[src/tdde_consts.svh]
// constants for the transmit descriptor dma engine
`ifndef TDDE_CONSTS_SVH
`define TDDE_CONSTS_SVH

// transmit data fifo capacity in bytes (plain default)
`define TDDE_FIFO_CAP 12'h800
// descriptor field offsets from the descriptor pointer
`define TDDE_LINK_OFS 32'h0000_0000
`define TDDE_STS_HI_OFS 32'h0000_0006
// lengths of the link refresh read and the status write-back
`define TDDE_LINK_LEN 12'h004
`define TDDE_STS_LEN 12'h002
// command/status word field positions
`define TDDE_OWN_BIT 31
`define TDDE_MORE_BIT 30
`define TDDE_SIZE_MSB 11
// own bit inside the upper half-word
`define TDDE_OWN_HI_BIT 15
// reset values
`define TDDE_ADDR_RST 32'h0000_0000
`define TDDE_CNT_RST 12'h000

`endif

[src/tdde_pkg.sv]
// types shared by the transmit descriptor dma engine
package tdde_pkg;

    typedef logic [31:0] tdde_addr_t;
    typedef logic [11:0] tdde_cnt_t;

    // gray codes along idle, fetch, wait, read, write, follow, refresh
    typedef enum logic [2:0] {
        xmit_state_idle = 3'h0,
        state_fetch_descriptor = 3'h1,
        state_wait_space = 3'h3,
        state_read_fragment = 3'h2,
        state_write_status = 3'h6,
        state_follow_link = 3'h7,
        state_link_refresh = 3'h5
    } tdde_state_t;

    typedef enum logic [1:0] {
        tdde_req_desc = 2'h0,
        tdde_req_link = 2'h1,
        tdde_req_frag = 2'h2,
        tdde_req_status = 2'h3
    } tdde_req_t;

endpackage

[src/tdde_fifo_if.sv]
// fifo level signals between the engine and its space monitor
`timescale 1ns/100ps
interface tdde_fifo_if;
    import tdde_pkg::*;

    tdde_cnt_t fill_level;
    tdde_cnt_t refill_level;
    tdde_cnt_t free_space;
    logic space_ready;

    modport eng (output fill_level, output refill_level, input free_space, input space_ready);
    modport mon (input fill_level, input refill_level, output free_space, output space_ready);
endinterface

[src/tdde_space_mon.sv]
// free space and space-ready tracking for the transmit data fifo
`timescale 1ns/100ps
`include "tdde_consts.svh"
module tdde_space_mon
    import tdde_pkg::*;
(
    // clock and reset
    input wire logic mclk,
    input wire logic reset,
    // fifo levels
    tdde_fifo_if.mon fif
);

    tdde_cnt_t free_ff;
    logic ready_ff;
    tdde_cnt_t nxt_free;

    // fill level never exceeds capacity, so the difference cannot wrap
    assign nxt_free = `TDDE_FIFO_CAP - fif.fill_level;

    always_ff @(posedge mclk or posedge reset) begin
        if (reset) begin
            free_ff <= `TDDE_CNT_RST;
            ready_ff <= 1'b0;
        end else begin
            free_ff <= nxt_free;
            ready_ff <= (nxt_free > fif.refill_level);
        end
    end

    assign fif.free_space = free_ff;
    assign fif.space_ready = ready_ff;

endmodule // tdde_space_mon

[src/tdde_engine.sv]
// transmit descriptor dma engine: list walker, fragment fetch, status write-back
// What this block does
// go while idle fetches current descriptor
// cache holds one fragment pointer and count
// idle, go, not done: fetch at pointer
// idle, go, done: refresh link field only
// link refresh complete moves to follow-link
// fetch done: owned waits, else idle event
// space ready only when free exceeds threshold
// read min of free and remaining, decrement
// empty with continuation: write status, clear own
// empty, last: push pointer handle, follow link
// fragment read complete returns to wait-space
// status write complete moves to follow-link
// non-null link: load pointer, clear done, fetch
// null link: done, idle event, clear go
// any pointer load clears done flag
// descriptor pointer is 32-bit host address
// free space equals capacity minus fill
// track remaining bytes and fragment cursor
// driver sets go to start or resume
// fragments may start and end anywhere
// status write-back moves only upper two bytes
// one transition per cycle, follow resolves once
`timescale 1ns/100ps
`include "tdde_consts.svh"
module tdde_engine
    import tdde_pkg::*;
(
    // clock and reset
    input wire logic mclk,
    input wire logic reset,
    // driver command and pointer writes
    input wire logic go_set,
    input wire tdde_addr_t ptr_wdata,
    input wire logic ptr_write,
    input wire logic idle_event_clear,
    // configuration
    input wire tdde_cnt_t xmit_config,
    input wire tdde_cnt_t refill_level,
    // status
    output logic transmit_go_bit,
    output logic desc_done_flag,
    output tdde_addr_t tx_desc_pointer,
    output logic xmit_idle_event,
    output tdde_state_t state,
    output tdde_cnt_t bytes_left,
    output tdde_addr_t fragment_cursor,
    output tdde_cnt_t fifo_free_space,
    // bus master request
    output logic bus_start,
    output tdde_req_t bus_kind,
    output tdde_addr_t bus_addr,
    output tdde_cnt_t bus_len,
    output logic [15:0] bus_wdata,
    // bus master answer
    input wire logic transfer_complete,
    input wire tdde_addr_t rd_link,
    input wire logic [31:0] rd_cmdsts,
    input wire tdde_addr_t rd_frag_ptr,
    // transmit data fifo
    input wire tdde_cnt_t fifo_fill_level,
    output logic handle_valid,
    output tdde_addr_t handle_data
);

    tdde_fifo_if fif ();

    tdde_space_mon u_mon (
        .mclk(mclk),
        .reset(reset),
        .fif(fif)
    );

    assign fif.fill_level = fifo_fill_level;
    assign fif.refill_level = refill_level;

    tdde_state_t state_ff;
    tdde_state_t nxt_state;
    logic go_ff;
    logic done_ff;
    logic idle_evt_ff;
    tdde_addr_t ptr_ff;
    // one-entry descriptor cache
    tdde_addr_t link_ff;
    tdde_addr_t cursor_ff;
    tdde_cnt_t left_ff;
    logic [15:0] sts_hi_ff;
    logic start_ff;
    tdde_req_t kind_ff;
    tdde_addr_t addr_ff;
    tdde_cnt_t len_ff;
    logic [15:0] wdata_ff;
    logic hvalid_ff;
    tdde_addr_t hdata_ff;
    tdde_cnt_t free_ff;

    // decoded events of the current state
    logic ev_fetch;
    logic ev_refresh;
    logic ev_desc_done;
    logic ev_owned;
    logic ev_frag;
    logic ev_status;
    logic ev_handle;
    logic ev_follow;
    logic ev_null;
    logic ev_idle_set;
    tdde_cnt_t burst_len;

    function automatic tdde_cnt_t min_cnt(input tdde_cnt_t a, input tdde_cnt_t b);
        min_cnt = (a < b) ? a : b;
    endfunction

    function automatic logic is_state(input tdde_state_t cur, input tdde_state_t want);
        is_state = (cur == want);
    endfunction

    always_comb begin
        ev_fetch = is_state(state_ff, xmit_state_idle) && go_ff && !done_ff;
        ev_refresh = is_state(state_ff, xmit_state_idle) && go_ff && done_ff;
        ev_desc_done = is_state(state_ff, state_fetch_descriptor) && transfer_complete;
        ev_owned = ev_desc_done && rd_cmdsts[`TDDE_OWN_BIT];
        ev_status = is_state(state_ff, state_wait_space) && (left_ff == `TDDE_CNT_RST)
            && sts_hi_ff[`TDDE_MORE_BIT - 16];
        ev_handle = is_state(state_ff, state_wait_space) && (left_ff == `TDDE_CNT_RST)
            && !sts_hi_ff[`TDDE_MORE_BIT - 16];
        // empty descriptors take priority so a zero-length burst is never issued
        ev_frag = is_state(state_ff, state_wait_space) && (left_ff != `TDDE_CNT_RST)
            && fif.space_ready;
        ev_follow = is_state(state_ff, state_follow_link) && (link_ff != `TDDE_ADDR_RST);
        ev_null = is_state(state_ff, state_follow_link) && (link_ff == `TDDE_ADDR_RST);
        ev_idle_set = (ev_desc_done && !ev_owned) || ev_null;
        burst_len = min_cnt(fif.free_space, left_ff);
    end

    // one next state per cycle; follow-link never waits
    always_comb begin
        nxt_state = state_ff;
        unique case (state_ff)
            xmit_state_idle: begin
                if (ev_fetch) begin
                    nxt_state = state_fetch_descriptor;
                end else if (ev_refresh) begin
                    nxt_state = state_link_refresh;
                end
            end
            state_link_refresh: begin
                if (transfer_complete) begin
                    nxt_state = state_follow_link;
                end
            end
            state_fetch_descriptor: begin
                if (ev_desc_done) begin
                    nxt_state = ev_owned ? state_wait_space : xmit_state_idle;
                end
            end
            state_wait_space: begin
                if (ev_status) begin
                    nxt_state = state_write_status;
                end else if (ev_handle) begin
                    nxt_state = state_follow_link;
                end else if (ev_frag) begin
                    nxt_state = state_read_fragment;
                end
            end
            state_read_fragment: begin
                if (transfer_complete) begin
                    nxt_state = state_wait_space;
                end
            end
            state_write_status: begin
                if (transfer_complete) begin
                    nxt_state = state_follow_link;
                end
            end
            state_follow_link: begin
                nxt_state = ev_follow ? state_fetch_descriptor : xmit_state_idle;
            end
            // the one unused code falls back to idle rather than locking up
            default: begin
                nxt_state = xmit_state_idle;
            end
        endcase
    end

    always_ff @(posedge mclk or posedge reset) begin
        if (reset) begin
            state_ff <= xmit_state_idle;
        end else begin
            state_ff <= nxt_state;
        end
    end

    // go bit: a driver set in the same cycle as the clear wins
    always_ff @(posedge mclk or posedge reset) begin
        if (reset) begin
            go_ff <= 1'b0;
        end else if (go_set) begin
            go_ff <= 1'b1;
        end else if (ev_null) begin
            go_ff <= 1'b0;
        end
    end

    // pointer: the engine's own load beats a driver write in the same cycle
    always_ff @(posedge mclk or posedge reset) begin
        if (reset) begin
            ptr_ff <= `TDDE_ADDR_RST;
        end else if (ev_follow) begin
            ptr_ff <= link_ff;
        end else if (ptr_write) begin
            ptr_ff <= ptr_wdata;
        end
    end

    // done flag: any pointer load clears it, since the flag describes the old pointer
    always_ff @(posedge mclk or posedge reset) begin
        if (reset) begin
            done_ff <= 1'b0;
        end else if (ev_follow || ptr_write) begin
            done_ff <= 1'b0;
        end else if (ev_null) begin
            done_ff <= 1'b1;
        end
    end

    // sticky idle event; a new event beats a clear in the same cycle
    always_ff @(posedge mclk or posedge reset) begin
        if (reset) begin
            idle_evt_ff <= 1'b0;
        end else if (ev_idle_set) begin
            idle_evt_ff <= 1'b1;
        end else if (idle_event_clear) begin
            idle_evt_ff <= 1'b0;
        end
    end

    // descriptor cache holds a single pointer/count pair and the link
    always_ff @(posedge mclk or posedge reset) begin
        if (reset) begin
            link_ff <= `TDDE_ADDR_RST;
            cursor_ff <= `TDDE_ADDR_RST;
            left_ff <= `TDDE_CNT_RST;
            sts_hi_ff <= 16'h0000;
        end else if (ev_desc_done) begin
            link_ff <= rd_link;
            cursor_ff <= rd_frag_ptr;
            left_ff <= rd_cmdsts[`TDDE_SIZE_MSB:0];
            sts_hi_ff <= rd_cmdsts[31:16];
        end else if (is_state(state_ff, state_link_refresh) && transfer_complete) begin
            link_ff <= rd_link;
        end else if (ev_frag) begin
            // byte granular: no rounding of cursor or length
            cursor_ff <= cursor_ff + {20'h00000, burst_len};
            left_ff <= left_ff - burst_len;
        end
    end

    // bus request: one-cycle start with attributes held until the next start
    always_ff @(posedge mclk or posedge reset) begin
        if (reset) begin
            start_ff <= 1'b0;
            kind_ff <= tdde_req_desc;
            addr_ff <= `TDDE_ADDR_RST;
            len_ff <= `TDDE_CNT_RST;
            wdata_ff <= 16'h0000;
        end else begin
            start_ff <= ev_fetch || ev_refresh || ev_frag || ev_status || ev_follow;
            if (ev_fetch) begin
                kind_ff <= tdde_req_desc;
                addr_ff <= ptr_ff;
                len_ff <= xmit_config;
            end else if (ev_follow) begin
                kind_ff <= tdde_req_desc;
                addr_ff <= link_ff;
                len_ff <= xmit_config;
            end else if (ev_refresh) begin
                kind_ff <= tdde_req_link;
                addr_ff <= ptr_ff + `TDDE_LINK_OFS;
                len_ff <= `TDDE_LINK_LEN;
            end else if (ev_frag) begin
                kind_ff <= tdde_req_frag;
                addr_ff <= cursor_ff;
                len_ff <= burst_len;
            end else if (ev_status) begin
                kind_ff <= tdde_req_status;
                addr_ff <= ptr_ff + `TDDE_STS_HI_OFS;
                len_ff <= `TDDE_STS_LEN;
                wdata_ff <= sts_hi_ff & ~(16'h0001 << `TDDE_OWN_HI_BIT);
            end
        end
    end

    // packet handle pushed into the data fifo
    always_ff @(posedge mclk or posedge reset) begin
        if (reset) begin
            hvalid_ff <= 1'b0;
            hdata_ff <= `TDDE_ADDR_RST;
        end else begin
            hvalid_ff <= ev_handle;
            if (ev_handle) begin
                hdata_ff <= ptr_ff;
            end
        end
    end

    always_ff @(posedge mclk or posedge reset) begin
        if (reset) begin
            free_ff <= `TDDE_CNT_RST;
        end else begin
            free_ff <= fif.free_space;
        end
    end

    assign transmit_go_bit = go_ff;
    assign desc_done_flag = done_ff;
    assign tx_desc_pointer = ptr_ff;
    assign xmit_idle_event = idle_evt_ff;
    assign state = state_ff;
    assign bytes_left = left_ff;
    assign fragment_cursor = cursor_ff;
    assign fifo_free_space = free_ff;
    assign bus_start = start_ff;
    assign bus_kind = kind_ff;
    assign bus_addr = addr_ff;
    assign bus_len = len_ff;
    assign bus_wdata = wdata_ff;
    assign handle_valid = hvalid_ff;
    assign handle_data = hdata_ff;

endmodule // tdde_engine

[config.mk]
export PLATFORM = sky130hd
export DESIGN_NAME = tdde_engine
export DESIGN_NICKNAME = d
export VERILOG_FILES = /design/src/tdde_pkg.sv /design/src/tdde_fifo_if.sv /design/src/tdde_space_mon.sv /design/src/tdde_engine.sv
export VERILOG_INCLUDE_DIRS = /design/src
export SDC_FILE = /design/constraint.sdc
export NUM_CORES = 1
export LEC_CHECK = 0
export BUFFER_PORTS_ARGS = -buffer_cell sky130_fd_sc_hd__buf_4
export CELL_PAD_IN_SITES_DETAIL_PLACEMENT = 0
export CELL_PAD_IN_SITES_GLOBAL_PLACEMENT = 1
export CORE_MARGIN = 10
export CORE_UTILIZATION = 43
export CTS_CLUSTER_DIAMETER = 150
export CTS_CLUSTER_SIZE = 28
export DETAILED_ROUTE_END_ITERATION = 8
export PLACE_DENSITY = 0.93
export SYNTH_ARGS = -nofsm -noshare
export SYNTH_HDL_FRONTEND = slang
export SYNTH_SLANG_ARGS = --single-unit
[constraint.sdc]
create_clock -name mclk -period 14.8 [get_ports mclk]
set_input_delay 0.74 -clock mclk [delete_from_list [all_inputs] [get_ports mclk]]
set_output_delay 0.74 -clock mclk [all_outputs]
set_load 0.005 [all_outputs]
# Word-level counts from Yosys, hierarchy flattened
# Cells that the tools add are included.
[word_totals]
ff_bits = 249
inputBits = 170
word_cells = 123
[classes]
addsub = 4
n_lt_le_gt_ge = 2
n_eq_ne = 12
mux = 43
n_bitwise = 4
reduce_logical = 39
[op_table]
columns = ["operator", "count"]
rows = [
  ["32-bit two-way mux", 12],
  ["12-bit two-way mux", 9],
  ["32-bit by 12-bit adder with 32-bit output", 1],
  ["32-bit by 3-bit adder with 32-bit output (second input constant)", 1],
  ["32-bit zero test", 1],
  ["32-bit nonzero test", 1],
  ["3-bit two-way mux", 8],
  ["3-bit one-hot mux with 6 select lines", 1],
  ["1-bit logical AND", 14],
  ["12-bit greater-than comparator", 1],
  ["12-bit zero test", 1],
  ["12-bit < comparator", 1],
  ["2-bit two-way mux", 6],
  ["12-bit nonzero test", 1],
  ["2-bit nonzero test", 6],
  ["12-bit subtractor", 1],
  ["12-bit subtractor (first input constant)", 1],
  ["5-bit AND reduction", 2],
  ["3-bit equality test (second input constant)", 3],
  ["1-bit two-way mux", 7],
  ["3-bit by 2-bit equality test with 1-bit output (second input constant)", 2],
  ["1-bit logical OR", 6],
  ["2-bit != test (second input constant)", 3],
  ["5-bit nonzero test", 1],
  ["other kinds (9)", 14],
]

# Logic depth before layout (Yosys ltp)
[depth]
depth_word = 8
ltp_mapped = 19
ltp_nobuf = 18

# Hierarchy
# A second synthesis with hierarchy kept.
[hier_totals]
cells_unflattened = 1361
area_unflattened_um2 = 13538.0
[modules_own_cells]
columns = ["mod", "n_inst", "cells_each", "area_per_inst_um2"]
rows = [
  ["tdde_engine", 1, 1279, 12703.4],
  ["tdde_space_mon", 1, 82, 834.6],
]

# Least setup slack after synthesis
# No wires, ideal clock.
[synth_path]
kind = "register -> register"
start = "reg left_ff[8] (netlist: bytes_left[8])"
end = "reg cursor_ff[29] (netlist: fragment_cursor[29])"
t_arrival_ns = 4.488
path_slack_ns = 10.230
stages_incl_launch_ff = 20
period_less_slack_ns = 4.570
path_cell_list = "dfrtp_1 inv_1 ha_1 nand4_1 nor2_1 a211oi_1 a31oi_1 nor2_1 buf_1 mux2i_1 inv_1 ha_1 a211o_1 a2111oi_0 o311ai_0 nand3_1 and2_1 clkbuf_1 or4_1 a31oi_1"
[synth_via]
elab_chain_len = 6
word_cells_on_any_way = 11
classes_between = "add/sub (1); order compare (1); mux (4); reduce/logical (5)"
[synth_rtl]
columns = ["item", "line_no", "source"]
rows = [
  ["start: declaration", "tdde_engine.sv:87", "tdde_cnt_t left_ff;"],
  ["start signal: assignment", "tdde_engine.sv:244", "left_ff <= `TDDE_CNT_RST;"],
  ["start signal: assignment", "tdde_engine.sv:249", "left_ff <= rd_cmdsts[`TDDE_SIZE_MSB:0];"],
  ["start signal: assignment", "tdde_engine.sv:256", "left_ff <= left_ff - burst_len;"],
  ["12-bit < comparator", "tdde_engine.sv:112", "min_cnt = (a < b) ? a : b;"],
  ["12-bit two-way mux", "tdde_engine.sv:112", ""],
  ["32-bit by 12-bit adder with 32-bit output", "tdde_engine.sv:255", "cursor_ff <= cursor_ff + {20'h00000, burst_len};"],
  ["32-bit two-way mux", "tdde_engine.sv:253", "end else if (ev_frag) begin"],
  ["32-bit two-way mux", "tdde_engine.sv:251", "end else if (is_state(state_ff, state_link_refresh) && transfer_complete) begin"],
  ["32-bit two-way mux", "tdde_engine.sv:246", "end else if (ev_desc_done) begin"],
  ["end signal: assignment", "tdde_engine.sv:243", "cursor_ff <= `TDDE_ADDR_RST;"],
  ["end signal: assignment", "tdde_engine.sv:248", "cursor_ff <= rd_frag_ptr;"],
  ["end signal: assignment", "tdde_engine.sv:255", ""],
  ["end: declaration", "tdde_engine.sv:86", "tdde_addr_t cursor_ff;"],
]
# Several ways; a longest one is shown, not always the timed one. The select of a mux whose other input is x is not followed.
# A chain may end at the register's enable or synchronous reset.

# Worst setup path after layout
[layout_path]
start = "reg left_ff[8] (netlist: bytes_left[8])"
end = "reg cursor_ff[15] (netlist: fragment_cursor[15])"
# Same word-level chain as after synthesis.

==> results_dict.tcl <==
set metrics [dict create \
    status "complete, no violations" \
    met2_usage_pct 38.7 \
    layout_commonest_cell "buf_4" \
    period_share_pct 34.0 \
    nNetsFinal 1858 \
    setup_tns_ps 0 \
    first_iter_violations 973 \
    finalHoldViolCount 0 \
    clock.fmax_ghz 0.199 \
    globalRouteMet1Util_pct 29.5 \
    postRouteAntennaNets 0 \
    ys_seq_area_share_pct 47.1 \
    remaining_drc_errors 0 \
    grt_use_total_pct 23.3 \
    cp_max_fo 12 \
    numClockSinks 249 \
    cts_buffer_depth 3 \
    met3_usage_pct 6.95 \
    ir_drop_mv 0.0791 \
    syn_area_per_cell_um2 9.93 \
    layout_common_cells "367 x buf_4, 249 x dfrtp_1, 168 x nand2_1, 102 x nor2_1" \
    die_height_um 195 \
    grt_pass1_wl_um 71100 \
    postSynthCellCount 1333 \
    worstMarginPinSlew_ps 1060 \
    crit_arrival_ps 5430 \
    post-dp-hpwl_um 35000 \
    dr_total_vias 11669 \
    syn2layout_area_growth_pct 24.8 \
    setup_viol 0 \
    grt_setup_unrepaired "false" \
    dr.pass1.iters 6 \
    dieArea_mm2 0.0382 \
    fin_cells 2037 \
    cts.htree.levels 1 \
    slew-limit-headroom_pct 29.2 \
    core_mm2 0.0305 \
    initial_utilization_pct 43.4 \
    required_ps 15190 \
    clkTransAtPathRegs_ps 120 \
    grt_max_degree 138 \
    yosys_warnings 0 \
    critPathKind "reg -> reg" \
    finalPower_mw 3.33 \
    wl_per_cell_um 23.0 \
    cts_made_buffers 12 \
    cts_resized 0 \
    syn-num-nets 1553 \
    grt.busiest_layer "met2" \
    overflow 0 \
    synth_cell_types 78 \
    cts_tree "yes" \
    start_kind "flip-flop" \
    synthArstFlopShare_pct 100 \
    slew_viol_final 0 \
    drt-total-wl_um 46800 \
    yosys_most_used_dff "dfrtp_1" \
    drive_above_1_share_pct 29.7 \
    place.gp.congestion 0.901 \
    clk_latency_ps 500 \
    port_buffers 354 \
    place_worst_setup_slack_ps 9770 \
    ctsHoldBuffers 0 \
    synth_edf_count 0 \
    rows 64 \
    antenna_found_initial 4 \
    netlist_area_mm2 0.0132 \
    postCtsSetupRepairBufs 0 \
    dpl.cell_count 2020 \
    ios 360 \
    worstSetupEndpointType "flip-flop" \
    power.density_mw_per_mm2 201 \
    worst_clock_skew_ps 19.7 \
    grt_pass1_vias 11782 \
    setup_slack_ps 9770 \
    die_x_um 195 \
    min_path_type "in -> reg" \
    period_minus_slack_ps 5030 \
    avgViaCountPerCell 5.73 \
    drv_cap 0 \
    leakage_nw 7.86 \
    r2r_slack_ps 9770 \
    ys_seq_elements 249 \
    cts-root-buf "clkbuf_16" \
]
-- sequential cells by signal (all words and copies together), names as in the netlist, 2 cells and up --
signal,count
state,3
link_ff,32
sts_hi_ff,15
bus_wdata,15
bus_kind,2
bus_addr,32
fifo_free_space,12
fragment_cursor,32
u_mon.fif.free_space,12
bytes_left,12
bus_len,12
handle_data,32
tx_desc_pointer,32
-- routing by layer --
| metal | share of wire, % | vias up |
|---|---|---|
| li1 | - | 5414 |
| met1 | 40 | 5747 |
| met2 | 48 | 455 |
| met3 | 10 | 49 |
| met4 | 1.7 | 4 |
| met5 | 0.071 | - |
-- stage by stage --
stage               cell area, um^2  hold WS [ps]  utilization (%)
floorplan                     13200           361                -
global placement              16200           386             53.1
detailed placement            16200           395             53.1
CTS                           16500           370             54.1
global route                  16500           369             54.1
finish                        16500           383             54.2
-- logic make-up after synthesis --
logic type | Yosys count | share of synthesized area (%)
mux | 125 | 10.2
other cells | 1 | 0.0283
fa+ha+maj | 50 | 4.84
buf+inv | 125 | 3.93
flops | 249 | 47.1
simple gates | 427 | 15.2
xor+xnor | 58 | 3.84
compound gates | 298 | 14.8
-- worst max-delay path, cell delays in order (launching register included) --
cell	delay, ps
dfrtp_1	520
inv_1	80
ha_1	310
nand4_1	90
nor2_1	70
a211oi_1	240
a31oi_1	140
nor2_1	100
buf_4	230
mux2i_1	620
inv_1	100
ha_1	310
a211o_1	340
a2111oi_0	560
o311ai_0	260
nand3_1	240
and2_1	380
nor3b_1	90
a211o_1	240
-- final timing paths --
| kind | cells after the start | to | start |
|---|---|---|---|
| worst max-delay path | 18 | fragment_cursor[15] | bytes_left[8] |
| worst min-delay path | 1 | u_mon.fif.free_space[0] | fifo_fill_level[0] |
| worst max register to register | 18 | fragment_cursor[15] | bytes_left[8] |
| worst min register to register | 0 | fifo_free_space[0] | u_mon.fif.free_space[0] |
| max in group asynchronous | 4 | bus_wdata[14] | reset |
| min in group asynchronous | 2 | handle_valid | reset |
-- cells in the mapped netlist (all sizes together), types with 16 or more instances --
library cell  number  share of area, %
a21oi             57               2.2
a31oi             24               1.1
and3              17              0.81
buf               24               1.1
clkbuf            52               1.5
dfrtp            249                47
ha                48               4.5
inv               49               1.4
mux2              80               6.8
mux2i             45               3.4
nand2            168               4.8
nand3             26              0.98
nand4             19              0.99
nor2             106               3.1
nor3              21              0.83
nor4              16              0.80
o21ai             81               3.1
xnor2             28               1.9
xor2              30               2.0
-- report_power, final --
part           total [mW]  internal, mW  switching [mW]
Clock               0.386         0.160           0.226
Sequential           1.27         0.920           0.353
Combinational        1.67         0.779           0.889
-- cell type report --
type | instances | area [um^2]
fill | 2746 | 14000
multi-input combinational | 959 | 6520
sequential | 249 | 6230
timing repair buffer | 367 | 2760
tap | 396 | 495
clock buffer | 13 | 325
inverter | 49 | 191
antenna | 3 | 7.51
clock inverter | 1 | 5.00
Note: power is estimated with default switching activity, not from simulation.
